**config.mk**
```make
export PLATFORM = sky130hd
export DESIGN_NAME = dtc_timer_pair
export DESIGN_NICKNAME = d
export VERILOG_FILES = /design/src/shared/dtc_pkg.sv /design/src/dtc_pin_sampler.sv /design/src/dtc_timer_pair.sv
export SDC_FILE = /design/constraint.sdc
export NUM_CORES = 1
export LEC_CHECK = 0
export BUFFER_PORTS_ARGS = -buffer_cell sky130_fd_sc_hd__buf_2
export CORE_ASPECT_RATIO = 0.9
export CORE_MARGIN = 8
export CORE_UTILIZATION = 40
export DETAILED_ROUTE_END_ITERATION = 8
export SETUP_SLACK_MARGIN = 0.4
export SYNTH_ARGS = -nofsm -noshare
export SYNTH_HDL_FRONTEND = slang
export SYNTH_HIERARCHICAL = 1
export SYNTH_SLANG_ARGS = --single-unit
export TNS_END_PERCENT = 5
```
**constraint.sdc**
```tcl
create_clock -name sys_clk -period 6.4 [get_ports sys_clk]
set_clock_uncertainty 0.1 [all_clocks]
set_input_delay 1.28 -clock sys_clk [delete_from_list [all_inputs] [get_ports sys_clk]]
set_output_delay 1.28 -clock sys_clk [all_outputs]
set_load 0.005 [all_outputs]
```
**src/shared/dtc_pkg.sv**
```systemverilog
// Constants and types shared by the dual timer/counter pair.
package dtc_pkg;
   // Register offsets; the count byte offsets sit beside the two control registers.
   localparam logic [7:0] CTRL_OFFSET = 8'h88;
   localparam logic [7:0] MODE_OFFSET = 8'h89;
   localparam logic [7:0] LOW_A_OFFSET = 8'h8A;
   localparam logic [7:0] LOW_B_OFFSET = 8'h8B;
   localparam logic [7:0] HIGH_A_OFFSET = 8'h8C;
   localparam logic [7:0] HIGH_B_OFFSET = 8'h8D;
   localparam logic [7:0] CTRL_RESET = 8'h00;
   localparam logic [7:0] MODE_RESET = 8'h00;
   localparam logic [15:0] COUNT_RESET = 16'h0000;
   // Control register bit positions.
   localparam int OVF_B_BIT = 7;
   localparam int RUN_B_BIT = 6;
   localparam int OVF_A_BIT = 5;
   localparam int RUN_A_BIT = 4;
   localparam int EXT_FLAG_B_BIT = 3;
   localparam int EXT_TYPE_B_BIT = 2;
   localparam int EXT_FLAG_A_BIT = 1;
   localparam int EXT_TYPE_A_BIT = 0;
   // Mode register bit positions.
   localparam int GATE_B_BIT = 7;
   localparam int FUNC_B_BIT = 6;
   localparam int MODE_B_LSB = 4;
   localparam int GATE_A_BIT = 3;
   localparam int FUNC_A_BIT = 2;
   localparam int MODE_A_LSB = 0;
   // Mode select encodings.
   localparam logic [1:0] MODE_PRESCALED = 2'h0;
   localparam logic [1:0] MODE_FULL16 = 2'h1;
   localparam logic [1:0] MODE_RELOAD8 = 2'h2;
   localparam logic [1:0] MODE_SPLIT = 2'h3;
   // sys_clk is the oscillator; a machine cycle is a fixed count of its periods.
   localparam int OSC_PERIOD_NS = 50;
   localparam int MACHINE_CYCLE_OSC_PERIODS = 6;
   localparam int MACHINE_CYCLE_NS = MACHINE_CYCLE_OSC_PERIODS * OSC_PERIOD_NS;
   localparam int MACHINE_CYCLE_CLKS = MACHINE_CYCLE_NS / OSC_PERIOD_NS;
   localparam logic [2:0] MC_LAST = 3'(MACHINE_CYCLE_CLKS - 1);
   localparam logic [4:0] PRESCALE_MAX = 5'h1F;
   localparam logic [7:0] BYTE_MAX = 8'hFF;

   typedef struct packed {
      logic [7:0] addr;
      logic [7:0] wrData;
      logic wrStb;
      logic rdStb;
      logic bitWrStb;
      logic [2:0] bitIdx;
      logic bitVal;
   } dtc_req_s;
endpackage : dtc_pkg

```
**src/dtc_pin_sampler.sv**
```systemverilog
// Pin synchroniser with once-per-machine-cycle sampling and falling edge detect.
`timescale 1ns/1ps
`default_nettype none
module dtc_pin_sampler (
   input wire logic sys_clk,
   input wire logic rst,
   input wire logic clkEn,
   input wire logic mcTick,
   input wire logic pinIn,
   output logic level,
   output logic fall
);
   import dtc_pkg::*;
   logic sync1_reg;
   logic sync2_reg;
   logic sample_reg;
   logic prev_reg;

   always_ff @(posedge sys_clk) begin
      if (rst) begin
         sync1_reg <= 1'b1;
         sync2_reg <= 1'b1;
      end else if (clkEn) begin
         sync1_reg <= pinIn;
         sync2_reg <= sync1_reg;
      end
   end

   // The pin is looked at only once per machine cycle.
   always_ff @(posedge sys_clk) begin
      if (rst) begin
         sample_reg <= 1'b1;
         prev_reg <= 1'b1;
      end else if (clkEn && mcTick) begin
         sample_reg <= sync2_reg;
         prev_reg <= sample_reg;
      end
   end

   assign level = sample_reg;
   // High in one sample and low in the next marks one edge.
   assign fall = mcTick & prev_reg & ~sample_reg;
endmodule : dtc_pin_sampler
`default_nettype wire

```
**src/dtc_timer_pair.sv**
```systemverilog
// Two 16-bit timer/counter units with mode and control registers.
//
// The plain strobed port was decided locally.
`timescale 1ns/1ps
`default_nettype none
module dtc_timer_pair (
   input wire logic sys_clk,
   input wire logic rst,
   input wire logic clkEn,
   input wire dtc_pkg::dtc_req_s regReq,
   output logic [7:0] rdData,
   input wire logic countPinA,
   input wire logic countPinB,
   input wire logic extIrqPinA,
   input wire logic extIrqPinB,
   input wire logic ovfAckA,
   input wire logic ovfAckB,
   input wire logic extAckA,
   input wire logic extAckB,
   output logic ovfFlagA,
   output logic ovfFlagB,
   output logic extFlagA,
   output logic extFlagB
);
   import dtc_pkg::*;

   ////////////////////////////////////////////////////////////////////////////////////////////
   // Elaboration checks. The logic hard-wires a three-bit divider, byte-wide register fields
   // and one six-byte register window. Package values that break these are refused here
   // rather than left to show up later as a quietly wrong count.
   if (MACHINE_CYCLE_CLKS < 2 || MACHINE_CYCLE_CLKS > 8) begin : gDividerFit
      $error("The machine cycle length does not fit the three-bit divider.");
   end
   if (PRESCALE_MAX != 5'h1F || BYTE_MAX != 8'hFF) begin : gWrapFit
      $error("Prescaler and byte limits must be the all-ones values of their fields.");
   end
   if (((1 << OVF_B_BIT) | (1 << RUN_B_BIT) | (1 << OVF_A_BIT) | (1 << RUN_A_BIT) |
        (1 << EXT_FLAG_B_BIT) | (1 << EXT_TYPE_B_BIT) | (1 << EXT_FLAG_A_BIT) |
        (1 << EXT_TYPE_A_BIT)) != 255) begin : gCtrlFields
      $error("Control bit positions must be distinct and fill one byte.");
   end
   if (((3 << MODE_B_LSB) | (1 << GATE_B_BIT) | (1 << FUNC_B_BIT) | (3 << MODE_A_LSB) |
        (1 << GATE_A_BIT) | (1 << FUNC_A_BIT)) != 255) begin : gModeFields
      $error("Mode field positions must be distinct and fill one byte.");
   end
   if (MODE_OFFSET != CTRL_OFFSET + 8'h01 || LOW_A_OFFSET != CTRL_OFFSET + 8'h02 ||
       LOW_B_OFFSET != CTRL_OFFSET + 8'h03 || HIGH_A_OFFSET != CTRL_OFFSET + 8'h04 ||
       HIGH_B_OFFSET != CTRL_OFFSET + 8'h05) begin : gRegWindow
      $error("Register offsets must form one window of six consecutive bytes.");
   end

   ////////////////////////////////////////////////////////////////////////////////////////////
   logic [2:0] mcCnt_reg;
   logic mcTick;
   logic cntFallA, cntFallB;
   logic irqLevelA, irqFallA, irqLevelB, irqFallB;
   logic [7:0] ctrl_reg;
   logic [7:0] ctrl_next;
   logic [7:0] mode_reg;
   logic [15:0] countA_reg;
   logic [15:0] countB_reg;
   logic [7:0] rdData_reg;
   logic [1:0] modeA, modeB;
   logic runA, runB, enA, enB, incA, incB, incHighA;
   logic [16:0] stepA, stepB;
   logic [8:0] splitHighA;
   logic ovfSetA, ovfSetB, extSetA, extSetB;
   logic wrCtrl, wrMode, wrLowA, wrLowB, wrHighA, wrHighB;

   // Steps a count by one in modes 0 to 2; bit 16 is the overflow.
   function automatic logic [16:0] countStep(input logic [15:0] c, input logic [1:0] m);
      logic [16:0] r;
      r = {1'b0, c};
      case (m)
         MODE_PRESCALED: begin
            // Only the low five bits prescale; bits 7:5 are left alone.
            r[4:0] = c[4:0] + 5'h01;
            if (c[4:0] == PRESCALE_MAX) begin
               r[15:8] = c[15:8] + 8'h01;
               r[16] = (c[15:8] == BYTE_MAX);
            end
         end
         MODE_FULL16: begin
            r = {1'b0, c} + 17'h00001;
         end
         MODE_RELOAD8: begin
            if (c[7:0] == BYTE_MAX) begin
               r = {1'b1, c[15:8], c[15:8]};
            end else begin
               r[7:0] = c[7:0] + 8'h01;
            end
         end
         // Mode three never steps here: unit B holds, and unit A's halves are handled apart.
         default: begin
            r = {1'b0, c};
         end
      endcase
      return r;
   endfunction : countStep

   ////////////////////////////////////////////////////////////////////////////////////////////
   // Machine cycle divider.
   // Dropping clkEn mid-cycle stretches that machine cycle; no tick is lost or doubled.
   always_ff @(posedge sys_clk) begin
      if (rst) begin
         mcCnt_reg <= 3'h0;
      end else if (clkEn) begin
         mcCnt_reg <= (mcCnt_reg == MC_LAST) ? 3'h0 : mcCnt_reg + 3'h1;
      end
   end
   assign mcTick = (mcCnt_reg == MC_LAST);

   // Pins are sampled once per machine cycle; a source must hold each level that long.
   // Only the edges of the count pins matter, so their levels are left unconnected.
   dtc_pin_sampler uCntA (
      .sys_clk(sys_clk),
      .rst(rst),
      .clkEn(clkEn),
      .mcTick(mcTick),
      .pinIn(countPinA),
      .level(),
      .fall(cntFallA)
   );
   dtc_pin_sampler uCntB (
      .sys_clk(sys_clk),
      .rst(rst),
      .clkEn(clkEn),
      .mcTick(mcTick),
      .pinIn(countPinB),
      .level(),
      .fall(cntFallB)
   );
   dtc_pin_sampler uIrqA (
      .sys_clk(sys_clk),
      .rst(rst),
      .clkEn(clkEn),
      .mcTick(mcTick),
      .pinIn(extIrqPinA),
      .level(irqLevelA),
      .fall(irqFallA)
   );
   dtc_pin_sampler uIrqB (
      .sys_clk(sys_clk),
      .rst(rst),
      .clkEn(clkEn),
      .mcTick(mcTick),
      .pinIn(extIrqPinB),
      .level(irqLevelB),
      .fall(irqFallB)
   );

   ////////////////////////////////////////////////////////////////////////////////////////////
   // Count enables.
   // The gate reads the irq level sampled once per machine cycle, so gating takes hold up to
   // one machine cycle and two sys_clk periods after the pin moves.
   assign modeA = mode_reg[MODE_A_LSB +: 2];
   assign modeB = mode_reg[MODE_B_LSB +: 2];
   assign runA = ctrl_reg[RUN_A_BIT];
   assign runB = ctrl_reg[RUN_B_BIT];
   assign enA = runA & (~mode_reg[GATE_A_BIT] | irqLevelA);
   assign enB = runB & (~mode_reg[GATE_B_BIT] | irqLevelB) & (modeB != MODE_SPLIT);

   // A falling edge needs two samples, so pin counting peaks at one per two machine cycles.
   assign incA = enA & (mode_reg[FUNC_A_BIT] ? cntFallA : mcTick);
   assign incB = enB & (mode_reg[FUNC_B_BIT] ? cntFallB : mcTick);
   // In split mode the high byte of A is a plain machine-cycle timer owned by B's run bit.
   assign incHighA = (modeA == MODE_SPLIT) & runB & mcTick;

   assign stepA = countStep(countA_reg, modeA);
   assign stepB = countStep(countB_reg, modeB);
   assign splitHighA = {1'b0, countA_reg[15:8]} + 9'h001;

   ////////////////////////////////////////////////////////////////////////////////////////////
   // Register access decode.
   // Counts are read byte by byte with no latch, so a carry between the two reads can tear
   // the 16-bit value; software should stop the unit or read twice.
   assign wrCtrl = regReq.wrStb & (regReq.addr == CTRL_OFFSET);
   assign wrMode = regReq.wrStb & (regReq.addr == MODE_OFFSET);
   assign wrLowA = regReq.wrStb & (regReq.addr == LOW_A_OFFSET);
   assign wrLowB = regReq.wrStb & (regReq.addr == LOW_B_OFFSET);
   assign wrHighA = regReq.wrStb & (regReq.addr == HIGH_A_OFFSET);
   assign wrHighB = regReq.wrStb & (regReq.addr == HIGH_B_OFFSET);

   // A software write lands the byte; a count step in the same cycle is lost in that byte only.
   always_ff @(posedge sys_clk) begin
      if (rst) begin
         countA_reg <= COUNT_RESET;
      end else if (clkEn) begin
         if (modeA == MODE_SPLIT) begin
            if (incA) begin
               countA_reg[7:0] <= countA_reg[7:0] + 8'h01;
            end
            if (incHighA) begin
               countA_reg[15:8] <= splitHighA[7:0];
            end
         end else if (incA) begin
            countA_reg <= stepA[15:0];
         end
         if (wrLowA) begin
            countA_reg[7:0] <= regReq.wrData;
         end
         if (wrHighA) begin
            countA_reg[15:8] <= regReq.wrData;
         end
      end
   end

   always_ff @(posedge sys_clk) begin
      if (rst) begin
         countB_reg <= COUNT_RESET;
      end else if (clkEn) begin
         if (incB) begin
            countB_reg <= stepB[15:0];
         end
         if (wrLowB) begin
            countB_reg[7:0] <= regReq.wrData;
         end
         if (wrHighB) begin
            countB_reg[15:8] <= regReq.wrData;
         end
      end
   end

   ////////////////////////////////////////////////////////////////////////////////////////////
   // Flag set terms.
   always_comb begin
      if (modeA == MODE_SPLIT) begin
         ovfSetA = incA & (countA_reg[7:0] == BYTE_MAX);
      end else begin
         ovfSetA = incA & stepA[16];
      end
   end
   // Unit B keeps running in split mode but its overflow no longer reaches its flag.
   assign ovfSetB = (modeA == MODE_SPLIT) ? (incHighA & splitHighA[8])
                                          : (incB & stepB[16]);
   // In level mode the flag is set again in every cycle the sampled pin stays low, so an
   // acknowledge only sticks once the pin has gone high.
   assign extSetA = ctrl_reg[EXT_TYPE_A_BIT] ? irqFallA : ~irqLevelA;
   assign extSetB = ctrl_reg[EXT_TYPE_B_BIT] ? irqFallB : ~irqLevelB;

   // Software writes first, then acknowledges clear, then hardware sets win over both.
   always_comb begin
      ctrl_next = ctrl_reg;
      if (wrCtrl) begin
         ctrl_next = regReq.wrData;
      end
      if (regReq.bitWrStb && (regReq.addr == CTRL_OFFSET)) begin
         ctrl_next[regReq.bitIdx] = regReq.bitVal;
      end
      if (ovfAckA) begin
         ctrl_next[OVF_A_BIT] = 1'b0;
      end
      if (ovfAckB) begin
         ctrl_next[OVF_B_BIT] = 1'b0;
      end
      if (extAckA) begin
         ctrl_next[EXT_FLAG_A_BIT] = 1'b0;
      end
      if (extAckB) begin
         ctrl_next[EXT_FLAG_B_BIT] = 1'b0;
      end
      if (ovfSetA) begin
         ctrl_next[OVF_A_BIT] = 1'b1;
      end
      if (ovfSetB) begin
         ctrl_next[OVF_B_BIT] = 1'b1;
      end
      if (extSetA) begin
         ctrl_next[EXT_FLAG_A_BIT] = 1'b1;
      end
      if (extSetB) begin
         ctrl_next[EXT_FLAG_B_BIT] = 1'b1;
      end
   end

   always_ff @(posedge sys_clk) begin
      if (rst) begin
         ctrl_reg <= CTRL_RESET;
      end else if (clkEn) begin
         ctrl_reg <= ctrl_next;
      end
   end

   // The mode register takes whole-byte writes only; bit writes to it are ignored.
   // A mode change acts from the next edge and leaves the count bytes as they are.
   always_ff @(posedge sys_clk) begin
      if (rst) begin
         mode_reg <= MODE_RESET;
      end else if (clkEn && wrMode) begin
         mode_reg <= regReq.wrData;
      end
   end

   ////////////////////////////////////////////////////////////////////////////////////////////
   // Read port: data stands the cycle after the strobe, zero elsewhere and when unmapped.
   always_ff @(posedge sys_clk) begin
      if (rst) begin
         rdData_reg <= 8'h00;
      end else if (clkEn) begin
         rdData_reg <= 8'h00;
         if (regReq.rdStb) begin
            case (regReq.addr)
               CTRL_OFFSET: rdData_reg <= ctrl_reg;
               MODE_OFFSET: rdData_reg <= mode_reg;
               LOW_A_OFFSET: rdData_reg <= countA_reg[7:0];
               LOW_B_OFFSET: rdData_reg <= countB_reg[7:0];
               HIGH_A_OFFSET: rdData_reg <= countA_reg[15:8];
               HIGH_B_OFFSET: rdData_reg <= countB_reg[15:8];
               default: rdData_reg <= 8'h00;
            endcase
         end
      end
   end

   assign rdData = rdData_reg;
   assign ovfFlagA = ctrl_reg[OVF_A_BIT];
   assign ovfFlagB = ctrl_reg[OVF_B_BIT];
   assign extFlagA = ctrl_reg[EXT_FLAG_A_BIT];
   assign extFlagB = ctrl_reg[EXT_FLAG_B_BIT];
endmodule : dtc_timer_pair
`default_nettype wire

```
==> flow_metrics.env <==
export IMPL_run_status="finished clean"
export IMPL_grt_pass1_wl_um=28950
export IMPL_cts_made_buffers=9
export IMPL_ir_drop_mv=0.1271
export IMPL_grtUsageTotal=0.2050
export IMPL_ys_ff_latch=75
export IMPL_worstHoldStart="rdData[5]$_SDFFE_PP0P_"
export IMPL_wirelength_um=18620
export IMPL_layout_common_cells="75 x dfxtp_1, 62 x nor2_1, 53 x nand2_1"
export IMPL_synth_cell_area_um2=5383
export IMPL_use_met2=0.3230
export IMPL_synth_flop_cell="dfxtp_1"
export IMPL_die_y_um=126.1
export IMPL_clock_fmax_mhz=284.4
export IMPL_synth_edf_count=0
export IMPL_cts_setup_buffers=0
export IMPL_cts_root_buf="clkbuf_16"
export IMPL_cp_data_required_time_ps=6540
export IMPL_fin_tns_setup_ps=0
export IMPL_switching_power_uw=269.4
export IMPL_grt_busiest_layer="met2"
export IMPL_p_leak_uw=0.002109
export IMPL_yosys_warnings=6
export IMPL_portBuffers=45
export IMPL_finalCritPeriodShare=0.5495
export IMPL_slew_limit_headroom=0.3622
export IMPL_via_count=5623
export IMPL_dp_hpwl_um=13750
export IMPL_gpl_final_weighted_congestion=0.9140
export IMPL_syn_nets=712
export IMPL_drtIter0Drc=666
export IMPL_ys_types=80
export IMPL_nFillCells=1362
export IMPL_cts_hold_buffers=0
export IMPL_maxCapViolations=0
export IMPL_crit_type="primary input to flip-flop"
export IMPL_synth_avg_cell_area_um2=8.119
export IMPL_p_int_uw=775.8
export IMPL_rr_endpoint="countB_reg[14]$_SDFFE_PP0P_"
export IMPL_rows=40
export IMPL_vias_per_cell=6.600
export IMPL_final_common_cell="dfxtp_1"
export IMPL_min_period_ps=3517
export IMPL_cts_buffer_depth=2
export IMPL_power_share_clock=0.466
export IMPL_hold_depth=1
export IMPL_die_width_um=138.3
export IMPL_area_growth_synth_to_final_pct=9.995
export IMPL_clk_latency_ps=340
export IMPL_path_clk_slew_ps=60
export IMPL_fin_nets=728
export IMPL_rsz0062_at_grt="no"
export IMPL_power_density_nw_per_um2=176.5
export IMPL_io_pins=46
export IMPL_first_pass_iters=5
export IMPL_tightest_slew_ps=944.4
export IMPL_yosysSeqAreaShare=0.2789
export IMPL_cp_max_fo=56
export IMPL_rr_startpoint="mcCnt_reg[2]$_SDFFE_PP0P_"
export IMPL_cts_resized=0
export IMPL_multi_input_area_um2=3597
export IMPL_cts_tree="done"
export IMPL_netlist_instances=663
export IMPL_startpoint_type="primary input"
export IMPL_arrival_ps=3650
export IMPL_grt_max_degree=57
export IMPL_hp_class="flip-flop to flip-flop"
export IMPL_antenna_found_initial=0
export IMPL_finalHoldViolCount=0
export IMPL_r2r_setup_slack_ps=3280
export IMPL_grt_pass1_vias=5206
export IMPL_use_met3=0.04583
export IMPL_htreeDepth=3
export IMPL_synth_async_reset_ratio=0
export IMPL_met1_usage=0.2666
export IMPL_num_antenna_cells=0
export IMPL_gr_total_overflow=0
export IMPL_ff_latch_area_um2=1501
export IMPL_finalMaxSlewViolations=0
export IMPL_end_kind="flip-flop"
export IMPL_finalSetupViolations=0
export IMPL_die_area_um2=17430
export IMPL_pwr_share_comb=0.077
export IMPL_reg2reg_depth=7
export IMPL_finalPower_uw=1045
export IMPL_ant_nets=0
export IMPL_drive_above_1_share=0.1433
export IMPL_coreArea_um2=13260
export IMPL_clock_sinks=75
export IMPL_switching_share=0.2577
export IMPL_worstHoldEndpoint="rdData[5]$_SDFFE_PP0P_"
export IMPL_holdWs_ps=351.1
export IMPL_power_frac_seq=0.457
export IMPL_drc=0
export IMPL_wl_per_cell_um=21.85
export IMPL_initial_core_util=0.4058
## layout make-up
| cell class | count | share of cell area |
|---|---|---|
| clock buffers | 10 | 0.04036 |
| clock inverters | 6 | 0.007819 |
| inverters | 21 | 0.01331 |
| multi-input cells | 524 | 0.6076 |
| flip-flops and latches | 75 | 0.2536 |
| well taps | 168 | 0.03550 |
| repair buffers | 48 | 0.04184 |
## power by group through the flow
stage | clock network, uW | registers, uW | logic (uW)
global placement | 0 | 488 | 78.0
floorplan | 0 | 487 | 43.9
detailed placement | 0 | 488 | 79.3
finish | 487 | 478 | 80.7
global route | 515 | 478 | 86.3
CTS | 495 | 478 | 79.6
## per-layer routing
metal | routed length, um | share of wire
met1 | 8061 | 0.43
met2 | 8402 | 0.45
met3 | 1606 | 0.086
met4 | 544 | 0.029
met5 | 0 | 0
## logic make-up (layout without fill, tap and decap cells)
kind of cell / after synthesis / count (layout) / share of synthesized area
xor gates and xnor gates: 9 / 9 / 0.01464
and+or+nand+nor: 259 / 259 / 0.2592
muxes: 20 / 20 / 0.04695
buffers and inverters: 64 / 85 / 0.05276
DFF: 75 / 75 / 0.2789
AOI/OAI and AO/OA: 221 / 221 / 0.3126
adders and majority gates: 15 / 15 / 0.03487
## worst max-delay path by stage
stage / from / end / slack [ps] / cells past startpoint
3_5_place_dp: clkEn / countB_reg[14]$_SDFFE_PP0P_ / 2590 / 7
6_report: clkEn / countB_reg[14]$_SDFFE_PP0P_ / 2880 / 7
5_1_grt: clkEn / countB_reg[14]$_SDFFE_PP0P_ / 2700 / 7
2_1_floorplan: regReq[17] / countB_reg[15]$_SDFFE_PP0P_ / 3410 / 8
4_1_cts: clkEn / countB_reg[14]$_SDFFE_PP0P_ / 2930 / 7
3_3_place_gp: clkEn / countB_reg[14]$_SDFFE_PP0P_ / 2700 / 7
## synthesized netlist by cell type (6+ instances only)
cell	n	area, um^2
and2_1	7	43.79
o32ai_1	6	52.55
nor3_1	13	65.06
mux2i_1	14	140.1
and3_1	26	162.7
nand4_1	11	68.82
inv_1	20	75.07
a22oi_1	9	67.56
a22o_1	10	87.58
dfxtp_1	75	1501
a31oi_1	12	75.07
nor2_1	62	232.7
nand3_1	22	110.1
a21oi_1	33	165.2
a221oi_1	11	96.34
a311oi_1	9	78.83
clkbuf_1	24	90.09
buf_2	10	50.05
a211o_1	15	131.4
nand2_1	53	198.9
a211o_2	8	80.08
nand2b_1	9	56.30
o21ai_0	32	160.2
ha_1	15	187.7
nor2b_1	19	118.9
a211oi_1	10	75.07
a21o_1	9	67.56
## critical path, cell delays in order
cell and delay (ps):
buf_2 70, buf_4 450, clkinv_1 370, a211o_1 360, o22ai_2 600, o21ai_0 190
a221oi_1 310
## through the flow
stage	instances	cell area [um^2]	util	setup slack [ps]
detailed placement	836	5635	0.4249	2588
finish	852	5921	0.4464	2883
global route	852	5921	0.4464	2696
CTS	852	5921	0.4464	2933
floorplan	663	5383	-	3408
global placement	836	5635	0.4249	2700
Power figures use the tool's default switching activity.
